### src/lirc_pkg.sv
// package: constants and types for the line interface reset controller
`default_nettype none
package lirc_pkg;
   localparam int unsigned NUM_CH = 16;
   localparam int unsigned ADDR_W = 11;
   localparam int unsigned DATA_W = 8;
   // register addresses
   localparam logic [10:0] ADDR_ID = 11'h000;
   localparam logic [10:0] ADDR_GRST = 11'h040;
   localparam logic [10:0] ADDR_GPIO = 11'h100;
   localparam logic [10:0] ADDR_CHANNEL_CONFIG_REGISTER = 11'h001;
   localparam logic [10:0] ADDR_INTM0 = 11'h010;
   localparam logic [10:0] ADDR_SYSF = 11'h011;
   localparam logic [10:0] ADDR_STAT = 11'h7c0;
   localparam logic [5:0] CH_SHIFT = 6'h06;
   localparam int unsigned CH_LSB = 6;
   localparam logic [5:0] CH_LOW_MASK = 6'h3f;
   // field positions
   localparam int unsigned BIT_MODE = 0;
   localparam int unsigned BIT_CHANNEL_RESET_BIT = 1;
   // reset values
   localparam logic [7:0] ID_VALUE = 8'h5a; // arbitrary identity value
   localparam logic [7:0] INTM_RST = 8'hff;
   localparam logic [7:0] SYSF_RST = 8'h00;
   localparam logic [3:0] GPIO_RST = 4'h0;
   localparam logic MODE_T1 = 1'b0;
   // timing
   localparam int unsigned CLK_MHZ = 50;
   localparam int unsigned CLK_NS = 20;
   localparam int unsigned POR_US = 1000;
   localparam int unsigned POR_CYC = POR_US * CLK_MHZ;
   localparam int unsigned SWRST_NS = 1000;
   localparam int unsigned SWRST_CYC = SWRST_NS / CLK_NS;
   localparam int unsigned LOSS_US = 10;
   localparam int unsigned LOSS_CYC = LOSS_US * CLK_MHZ;
   localparam int unsigned DUTY_PCT = 30;
   localparam int unsigned CNT_W = 16;
   typedef enum logic [1:0] {
      LIRC_ST_HOLD = 2'b00,
      LIRC_ST_RUN = 2'b01,
      LIRC_ST_DOWN = 2'b11
   } lirc_state_t;
endpackage : lirc_pkg
`default_nettype wire

### src/lirc_ch_if.sv
// interface: per-channel reset requests and timer status
`default_nettype none
interface lirc_ch_if;
   import lirc_pkg::*;
   logic [NUM_CH-1:0] start;
   logic [NUM_CH-1:0] busy;
   modport ctrl (output start, input busy);
   modport timer (input start, output busy);
endinterface : lirc_ch_if
`default_nettype wire

### src/lirc_top.sv
// module: reset controller with its register port and reset scopes
//
// Functional notes
// - four reset sources: power, pin, global, channel
// - global resets reinitialise common and channel logic
// - channel reset touches only its channel
// - line pins high impedance during reset
// - line mode defaults to T1/J1 after reset
// - system interface defaults to dual-rail NRZ
// - global reset makes data and GPIO inputs
// - state machines return to initial state
// - reset masks affected interrupt sources
// - registers reset; channel keeps line mode
// - power-on ends within 1 ms, needs clock
// - low pin holds the device in reset
// - global register write resets within 1 us
// - channel bit resets within 1 us, self-clears
// - channel reset spares common registers and pins
// - channel reset spares other channels
// - lost master clock powers down, then resets
//
// The plain strobed port and the address map were left to the implementer.
`default_nettype none
module lirc_top (
   input wire logic clk, // internal clock, 50 MHz
   input wire logic rst, // power-on reset, active high
   input wire logic reset_pin_n, // hardware reset pin, active low
   input wire logic mclk_in, // master clock sampled as a level
   input wire logic [lirc_pkg::ADDR_W-1:0] addr, // register address
   input wire logic [lirc_pkg::DATA_W-1:0] wdata, // write data
   input wire logic wr, // write strobe
   input wire logic rd, // read strobe
   output logic [lirc_pkg::DATA_W-1:0] rdata, // read data, cycle after rd
   output logic glob_reset, // global reset scope
   output logic [lirc_pkg::NUM_CH-1:0] ch_reset, // per-channel reset scope
   output logic [lirc_pkg::NUM_CH-1:0] line_oe, // line pins drive enable
   output logic [lirc_pkg::NUM_CH-1:0] line_mode, // 0 T1/J1, 1 E1
   output logic [lirc_pkg::NUM_CH-1:0] sys_nrz_dual, // system side dual-rail NRZ
   output logic [lirc_pkg::NUM_CH-1:0] int_mask_all, // all channel sources masked
   output logic [1:0] gpio_dir, // general purpose direction, 1 output
   output logic data_bus_oe, // parallel data bus output enable
   output logic power_down // master clock lost
);
   import lirc_pkg::*;
   lirc_ch_if chif ();
   // ---------------------------------------------------------------
   // pin synchronisers: three stages, change taken when 2 and 3 agree
   // ---------------------------------------------------------------
   logic [2:0] pin_sync_q, pin_sync_d;
   logic [2:0] mck_sync_q, mck_sync_d;
   logic pin_low_q, pin_low_d;
   logic mck_lvl_q, mck_lvl_d;
   always_comb begin
      pin_sync_d = {pin_sync_q[1:0], reset_pin_n};
      mck_sync_d = {mck_sync_q[1:0], mclk_in};
      pin_low_d = pin_low_q;
      mck_lvl_d = mck_lvl_q;
      if (pin_sync_q[1] == pin_sync_q[2]) begin
         pin_low_d = ~pin_sync_q[2];
      end
      if (mck_sync_q[1] == mck_sync_q[2]) begin
         mck_lvl_d = mck_sync_q[2];
      end
      if (rst) begin
         pin_low_d = 1'b0;
         mck_lvl_d = 1'b0;
      end
   end
   always_ff @(posedge clk) begin
      pin_sync_q <= pin_sync_d;
      mck_sync_q <= mck_sync_d;
      pin_low_q <= pin_low_d;
      mck_lvl_q <= mck_lvl_d;
   end
   // ---------------------------------------------------------------
   // master clock watch: high/low sample counts over a 10 us window
   // ---------------------------------------------------------------
   logic [CNT_W-1:0] win_q, win_d, hi_q, hi_d;
   logic mck_prev_q, mck_prev_d;
   logic mck_seen_q, mck_seen_d;
   logic mck_lost_q, mck_lost_d;
   always_comb begin
      win_d = win_q + CNT_W'(1);
      hi_d = hi_q + CNT_W'(mck_lvl_q);
      mck_prev_d = mck_lvl_q;
      mck_seen_d = mck_seen_q | (mck_lvl_q != mck_prev_q);
      mck_lost_d = mck_lost_q;
      if (win_q == CNT_W'(LOSS_CYC - 1)) begin
         // duty below the limit on either phase means the clock is gone
         mck_lost_d = ~mck_seen_d
            || (hi_d < CNT_W'(LOSS_CYC * DUTY_PCT / 100))
            || (hi_d > CNT_W'(LOSS_CYC * (100 - DUTY_PCT) / 100));
         win_d = '0;
         hi_d = '0;
         mck_seen_d = 1'b0;
      end
   end
   always_ff @(posedge clk) begin
      if (rst) begin
         win_q <= '0;
         hi_q <= '0;
         mck_prev_q <= 1'b0;
         mck_seen_q <= 1'b0;
         mck_lost_q <= 1'b1; // assume no clock until one is proven
      end else begin
         win_q <= win_d;
         hi_q <= hi_d;
         mck_prev_q <= mck_prev_d;
         mck_seen_q <= mck_seen_d;
         mck_lost_q <= mck_lost_d;
      end
   end
   // ---------------------------------------------------------------
   // global sequencer: hold, run, powered down
   // ---------------------------------------------------------------
   lirc_state_t st_q, st_d;
   logic [CNT_W-1:0] gcnt_q, gcnt_d;
   logic grst_wr;
   logic greset_d;
   assign grst_wr = wr && (addr == ADDR_GRST);
   always_comb begin
      st_d = st_q;
      gcnt_d = gcnt_q;
      unique case (st_q)
         LIRC_ST_HOLD: begin
            // stays here without a master clock or while pin is low
            if (pin_low_q || mck_lost_q) begin
               gcnt_d = CNT_W'(SWRST_CYC - 1);
            end else if (gcnt_q == '0) begin
               st_d = LIRC_ST_RUN;
            end else begin
               gcnt_d = gcnt_q - CNT_W'(1);
            end
         end
         LIRC_ST_RUN: begin
            if (mck_lost_q) begin
               st_d = LIRC_ST_DOWN;
            end else if (pin_low_q || grst_wr) begin
               st_d = LIRC_ST_HOLD;
               gcnt_d = CNT_W'(SWRST_CYC - 1);
            end
         end
         LIRC_ST_DOWN: begin
            if (!mck_lost_q) begin
               st_d = LIRC_ST_HOLD;
               gcnt_d = CNT_W'(SWRST_CYC - 1);
            end
         end
         default: st_d = LIRC_ST_HOLD;
      endcase
      greset_d = (st_d != LIRC_ST_RUN);
   end
   always_ff @(posedge clk) begin
      if (rst) begin
         st_q <= LIRC_ST_HOLD;
         gcnt_q <= CNT_W'(SWRST_CYC - 1);
      end else begin
         st_q <= st_d;
         gcnt_q <= gcnt_d;
      end
   end
   // ---------------------------------------------------------------
   // channel reset requests go to the timer module
   // ---------------------------------------------------------------
   logic [NUM_CH-1:0] ch_start;
   logic glob_q;
   logic [ADDR_W-CH_LSB-1:0] wr_ch;
   logic [CH_LSB-1:0] wr_low;
   assign wr_ch = addr[ADDR_W-1:CH_LSB];
   assign wr_low = addr[CH_LSB-1:0];
   always_comb begin
      ch_start = '0;
      if (wr && wr_low == ADDR_CHANNEL_CONFIG_REGISTER[CH_LSB-1:0] && wdata[BIT_CHANNEL_RESET_BIT]
          && 32'(wr_ch) < NUM_CH) begin
         ch_start[wr_ch[3:0]] = 1'b1;
      end
   end
   assign chif.start = ch_start & ~{NUM_CH{glob_q}};
   lirc_ch_timer u_timer (
      .clk(clk),
      .glob_rst(glob_q),
      .chif(chif)
   );
   // ---------------------------------------------------------------
   // channel registers: mode kept by channel reset, others default
   // ---------------------------------------------------------------
   logic [NUM_CH-1:0] mode_q, mode_d;
   logic [DATA_W-1:0] intm_q [NUM_CH];
   logic [DATA_W-1:0] intm_d [NUM_CH];
   logic [DATA_W-1:0] sysf_q [NUM_CH];
   logic [DATA_W-1:0] sysf_d [NUM_CH];
   logic [NUM_CH-1:0] chr_any;
   genvar g;
   generate
      for (g = 0; g < NUM_CH; g++) begin : g_reg
         // a mask or system-side write while the channel is in reset is dropped; mode writes still land unless a global reset is on
         logic sel;
         assign sel = wr && 32'(wr_ch) == g;
         assign chr_any[g] = glob_q | chif.busy[g] | ch_start[g];
         always_comb begin
            mode_d[g] = mode_q[g];
            intm_d[g] = intm_q[g];
            sysf_d[g] = sysf_q[g];
            if (glob_q) begin
               mode_d[g] = MODE_T1;
            end else if (sel && wr_low == ADDR_CHANNEL_CONFIG_REGISTER[CH_LSB-1:0]) begin
               mode_d[g] = wdata[BIT_MODE];
            end
            if (chr_any[g]) begin
               intm_d[g] = INTM_RST;
               sysf_d[g] = SYSF_RST;
            end else if (sel && wr_low == ADDR_INTM0[CH_LSB-1:0]) begin
               intm_d[g] = wdata;
            end else if (sel && wr_low == ADDR_SYSF[CH_LSB-1:0]) begin
               sysf_d[g] = wdata;
            end
         end
         always_ff @(posedge clk) begin
            mode_q[g] <= mode_d[g];
            intm_q[g] <= intm_d[g];
            sysf_q[g] <= sysf_d[g];
         end
      end
   endgenerate
   // ---------------------------------------------------------------
   // common registers: touched only by a global reset
   // ---------------------------------------------------------------
   logic [3:0] gpio_q, gpio_d;
   always_comb begin
      gpio_d = gpio_q;
      if (glob_q) begin
         gpio_d = GPIO_RST;
      end else if (wr && addr == ADDR_GPIO) begin
         gpio_d = wdata[3:0];
      end
   end
   always_ff @(posedge clk) begin
      gpio_q <= gpio_d;
   end
   // ---------------------------------------------------------------
   // read port: data in the cycle after the strobe
   // ---------------------------------------------------------------
   logic [DATA_W-1:0] rdata_d;
   always_comb begin
      rdata_d = '0;
      if (rd && !rst) begin
         if (addr == ADDR_ID) begin
            rdata_d = ID_VALUE;
         end else if (addr == ADDR_GPIO) begin
            rdata_d = {4'h0, gpio_q};
         end else if (addr == ADDR_STAT) begin
            rdata_d = {5'h00, st_q, mck_lost_q};
         end else if (32'(wr_ch) < NUM_CH) begin
            if (wr_low == ADDR_CHANNEL_CONFIG_REGISTER[CH_LSB-1:0]) begin
               rdata_d = {6'h00, chif.busy[wr_ch[3:0]], mode_q[wr_ch[3:0]]};
            end else if (wr_low == ADDR_INTM0[CH_LSB-1:0]) begin
               rdata_d = intm_q[wr_ch[3:0]];
            end else if (wr_low == ADDR_SYSF[CH_LSB-1:0]) begin
               rdata_d = sysf_q[wr_ch[3:0]];
            end
         end
      end
   end
   // ---------------------------------------------------------------
   // output next values; every reset scope is applied through these
   // ---------------------------------------------------------------
   logic glob_reset_d;
   logic [NUM_CH-1:0] ch_reset_d, line_oe_d, line_mode_d, sys_nrz_dual_d, int_mask_all_d;
   logic [1:0] gpio_dir_d;
   logic data_bus_oe_d;
   logic power_down_d;
   always_comb begin
      glob_reset_d = greset_d;
      // scope follows the sequencer directly, so it ends with the global reset
      ch_reset_d = chif.busy | chif.start | {NUM_CH{greset_d}};
      line_oe_d = ~ch_reset_d;
      line_mode_d = mode_d;
      for (int i = 0; i < NUM_CH; i++) begin
         sys_nrz_dual_d[i] = (sysf_d[i] == SYSF_RST);
         int_mask_all_d[i] = (intm_d[i] == INTM_RST);
      end
      gpio_dir_d = gpio_d[1:0];
      data_bus_oe_d = rd && !greset_d;
      power_down_d = (st_d == LIRC_ST_DOWN);
      // power-on reset forces every output to its safe level at once
      if (rst) begin
         glob_reset_d = 1'b1;
         ch_reset_d = '1;
         line_oe_d = '0;
         line_mode_d = {NUM_CH{MODE_T1}};
         sys_nrz_dual_d = '1;
         int_mask_all_d = '1;
         gpio_dir_d = GPIO_RST[1:0];
         data_bus_oe_d = 1'b0;
         power_down_d = 1'b0;
      end
   end
   always_ff @(posedge clk) begin
      rdata <= rdata_d;
      glob_q <= glob_reset_d;
      glob_reset <= glob_reset_d;
      ch_reset <= ch_reset_d;
      line_oe <= line_oe_d;
      line_mode <= line_mode_d;
      sys_nrz_dual <= sys_nrz_dual_d;
      int_mask_all <= int_mask_all_d;
      gpio_dir <= gpio_dir_d;
      data_bus_oe <= data_bus_oe_d;
      power_down <= power_down_d;
   end
endmodule : lirc_top
`default_nettype wire

### src/lirc_ch_timer.sv
// module: per-channel software reset timers
`default_nettype none
module lirc_ch_timer (
   input wire logic clk, // internal clock
   input wire logic glob_rst, // global reset scope
   lirc_ch_if.timer chif // start and busy per channel
);
   import lirc_pkg::*;
   logic [CNT_W-1:0] cnt_q [NUM_CH];
   logic [CNT_W-1:0] cnt_d [NUM_CH];
   logic [NUM_CH-1:0] busy_q;
   logic [NUM_CH-1:0] busy_d;
   genvar g;
   // ---------------------------------------------------------------
   // one down counter per channel; each runs only for its own channel
   // ---------------------------------------------------------------
   generate
      for (g = 0; g < NUM_CH; g++) begin : g_ch
         always_comb begin
            cnt_d[g] = cnt_q[g];
            busy_d[g] = busy_q[g];
            if (glob_rst) begin
               cnt_d[g] = '0;
               busy_d[g] = 1'b0;
            end else if (chif.start[g]) begin
               // the write cycle already counts, so one less keeps it within 1 us
               cnt_d[g] = CNT_W'(SWRST_CYC - 2);
               busy_d[g] = 1'b1;
            end else if (busy_q[g]) begin
               if (cnt_q[g] == '0) begin
                  busy_d[g] = 1'b0;
               end else begin
                  cnt_d[g] = cnt_q[g] - CNT_W'(1);
               end
            end
         end
         always_ff @(posedge clk) begin
            cnt_q[g] <= cnt_d[g];
            busy_q[g] <= busy_d[g];
         end
      end
   endgenerate
   assign chif.busy = busy_q;
endmodule : lirc_ch_timer
`default_nettype wire

### config.mk
export PLATFORM = sky130hd
export DESIGN_NAME = lirc_top
export DESIGN_NICKNAME = d
export VERILOG_FILES = /design/src/lirc_pkg.sv /design/src/lirc_ch_if.sv /design/src/lirc_top.sv /design/src/lirc_ch_timer.sv
export SDC_FILE = /design/constraint.sdc
export NUM_CORES = 2
export LEC_CHECK = 0
export BUFFER_PORTS_ARGS = -buffer_cell sky130_fd_sc_hd__clkbuf_2
export CAP_MARGIN = 20
export CELL_PAD_IN_SITES_DETAIL_PLACEMENT = 1
export CELL_PAD_IN_SITES_GLOBAL_PLACEMENT = 2
export CORE_ASPECT_RATIO = 0.75
export CORE_UTILIZATION = 42
export DETAILED_ROUTE_END_ITERATION = 12
export MAX_ROUTING_LAYER = met4
export PLACE_DENSITY = 0.85
export SLEW_MARGIN = 20
export SYNTH_ARGS = -nofsm -noshare
export SYNTH_HDL_FRONTEND = slang
export SYNTH_HIERARCHICAL = 1
export SYNTH_SLANG_ARGS = --single-unit
### constraint.sdc
create_clock -name clk -period 7.56 [get_ports clk]
set_clock_uncertainty 0.1 [all_clocks]
set_input_delay 0.378 -clock clk [delete_from_list [all_inputs] [get_ports clk]]
set_output_delay 0.378 -clock clk [all_outputs]
set_load 0.01 [all_outputs]
==> flow_summary.toml <==
[logic_synthesis]
synth_flop_cell = "dfxtp_1"
synth-simple-area-share_pct = 27.2
yosysSeqAreaShare_pct = 44.2
synth.net_count = 3726
synth_edf_count = 0
yosys_warnings = 6
syn_area_um2 = 31800
synthCells = 3678
ys_async_sr_fraction_pct = 0
synth_xor_area_share_pct = 5.59
synth-seq-cells = 702
synth_top_family_by_area = "simple AND/OR/NAND/NOR gates"
syn_avg_cell_area_um2 = 8.65
synth_compound_area_share_pct = 11.5
synth.mux.area_fraction_pct = 7.65
synthDistinctLibCells = 88
yosys.area_share.adder_pct = 0.905

[die]
start_util_pct = 42.9
dieHeight_um = 240
core_area_um2 = 74100
rows = 86
die_w_um = 320
boundaryPins = 118
dieArea_um2 = 76800

[grt]
grt_max_degree = 66
grt_overflow = 0
grt_pass1_vias = 28800
grt_pass1_wl_um = 168000
grtUsageTotal_pct = 28.8
antenna_found_initial = 2

[timing]
drv_slew = 0
rsz0062_at_grt = "false"
fin_ws_ps = 4050
fin_setup_tns_ps = 0
tightest_slew_ps = 1130
slew_headroom_pct = 24.0
post-route-period-util_pct = 46.4
finalSetupViolCount = 0
fmax_mhz = 285
min_period_ps = 3510
finalHoldViolCount = 0
hold-worst-slack_ps = 135

[cells_and_area]
final_common_cell = "dfxtp_1"
largest_register_ffs = 256
fin_nets = 3780
top_register = "u_timer/cnt_q"
stdcell_count = 4757
syn2layout_area_growth_pct = 12.1
layout_common_cells = "dfxtp_1 (701), nand2_1 (557), nor2_1 (470)"
fin_util_pct = 48.1
final_area_um2 = 35700
drive_gt1_share_pct = 11.6
top_regs = "u_timer/cnt_q (256), intm_q (128), sysf_q (128)"
fill_cells = 8606

[pwr]
p_total_mw = 7.72
p_per_area_nw_per_um2 = 217
p_leak_nw = 12.3
ir_worst_vdd_v = 0.000172

[drt]
wl_um = 109000
drt-pass1-iter-count = 6
vias = 28600
wire_per_inst_um = 22.9
vias_per_cell = 6.00
drc = 0
ant_nets = 0
first_iter_violations = 2158

[placement]
dp.cells = 4620
port_buffers = 117
gp_congestion = 0.926
dpl_cell_area_um2 = 33100
dp_hpwl_um = 76700
preCtsSetupSlack_ps = 3520

[setup_path]
r2r_cells = 7
crit_type = "in2reg"
r2r_start = "mck_lost_q$_SDFFE_PP1P_"
cp.arrival_ps = 3910
cp_max_fo = 21
cp-end-kind = "flip-flop"
cp_data_required_time_ps = 7960
startpoint_type = "primary input"
r2r-end = "ch_reset[15]$_SDFF_PP1_"
reg2reg_slack_ps = 4270

[clock_network]
clock_latency_ps = 650
clockRootBuffer = "clkbuf_16"
cts_max_level = 3
cts_setup_buffers = 0
cts_resized = 0
numCtsBuffers = 75
cts_buffer_depth = 3
tritoncts = "built"
clkTransAtPathRegs_ps = 60
clock-sinks = 702

[worst_hold_path]
hold-path-cell-count = 4
hold_path_end = "gpio_q[3]$_SDFFE_PP0P_"
hold_class = "in2reg"
hp-start = "addr[4]"

[job]
maxCapViolCount = 0

[status]
status = "complete, no violations"
==> critical path, cell delays in order <==
cell      delay (ps)
clkbuf_2          90
nor3_1           560
and3_1           830
and2_1           220
buf_4            280
nand2b_1         100
buf_4            230
nor2_1           680
or2_2            430
a21oi_1           80
==> report_power, final <==
| part | internal (mW) | total [mW] | switching (mW) |
|---|---|---|---|
| Combinational | 0.0582 | 0.231 | 0.173 |
| Sequential | 3.71 | 3.72 | 0.0102 |
| Clock | 2.19 | 3.77 | 1.58 |
| Total | 5.96 | 7.72 | 1.77 |
==> how the worst max path moves through the flow <==
stage                 start                                 end  slack (ps)  cells past startpoint
floorplan           addr[3]  u_timer/cnt_q[0][115]$_SDFFE_PP0P_        4720                     12
global placement    addr[3]   u_timer/cnt_q[0][79]$_SDFFE_PP0P_        3600                     10
detailed placement  addr[3]   u_timer/cnt_q[0][67]$_SDFFE_PP0P_        3520                     10
CTS                 addr[3]   u_timer/cnt_q[0][73]$_SDFFE_PP0P_        4190                     10
global route        addr[3]   u_timer/cnt_q[0][64]$_SDFFE_PP0P_        3840                     10
finish              addr[3]   u_timer/cnt_q[0][73]$_SDFFE_PP0P_        4050                     10
==> cells by family (layout without fill, tap and decap cells) <==
| logic type | Yosys count | in the layout |
|---|---|---|
| XOR/XNOR | 203 | 203 |
| other | 0 | 1 |
| adder cells (fa/ha/maj) | 23 | 23 |
| multiplexers | 139 | 139 |
| buffers and inverters | 246 | 356 |
| AND/OR/NAND/NOR | 1795 | 1795 |
| flip-flops | 702 | 702 |
| AO/OA/AOI/OAI | 570 | 570 |
==> cell usage after synthesis, types with 12 or more instances <==
cell type,number,area share (%)
a211oi_1,28,0.66
a21boi_1,16,0.38
a21o_1,14,0.33
a21oi_1,236,3.7
a311oi_1,18,0.50
and2_1,14,0.28
buf_1,22,0.26
buf_2,14,0.22
clkbuf_1,131,1.5
dfxtp_1,702,44
ha_1,23,0.91
inv_1,75,0.89
mux2i_1,55,1.7
mux4_2,83,5.9
nand2_1,557,6.6
nand2b_1,14,0.28
nand3_1,219,3.4
nand4_1,53,1.0
nand4b_1,18,0.50
nor2_1,471,5.6
nor2b_1,17,0.33
nor3_1,118,1.9
nor3b_1,17,0.40
nor4_1,75,1.5
nor4b_1,12,0.33
o2111ai_1,15,0.41
o211ai_1,29,0.68
o21ai_0,75,1.2
o21ai_1,18,0.28
o221a_2,13,0.46
o311ai_0,16,0.44
o31ai_1,16,0.38
or2_2,32,0.63
or3_1,65,1.3
or4_1,41,0.97
xnor2_1,109,3.0
xor2_1,94,2.6
==> what timing repair did <==
action,in CTS,in global routing
hold endpoints to repair,3,0
setup endpoints to repair,0,0
hold buffers,3,0
==> final cells by class <==
| type | instances | area, um2 | area share [%] |
|---|---|---|---|
| multi-input combinational | 2730 | 16800 | 47.1 |
| sequential | 702 | 14100 | 39.4 |
| clock buffer | 108 | 2190 | 6.15 |
| tap | 968 | 1210 | 3.40 |
| timing repair buffer | 148 | 831 | 2.33 |
| clock inverter | 25 | 285 | 0.800 |
| inverter | 75 | 282 | 0.790 |
| antenna | 1 | 2.50 | 0.00702 |
==> routing by layer <==
metal  vias up  track usage, %  part of all wire [%]
li1      13200               -                     -
met2       879            42.3                    44
met3       207            7.71                   7.8
met5         -               -                     0
met4         0            10.2                   3.3
met1     14300            38.0                    45
No activity file was read; power rests on OpenSTA's default activity.
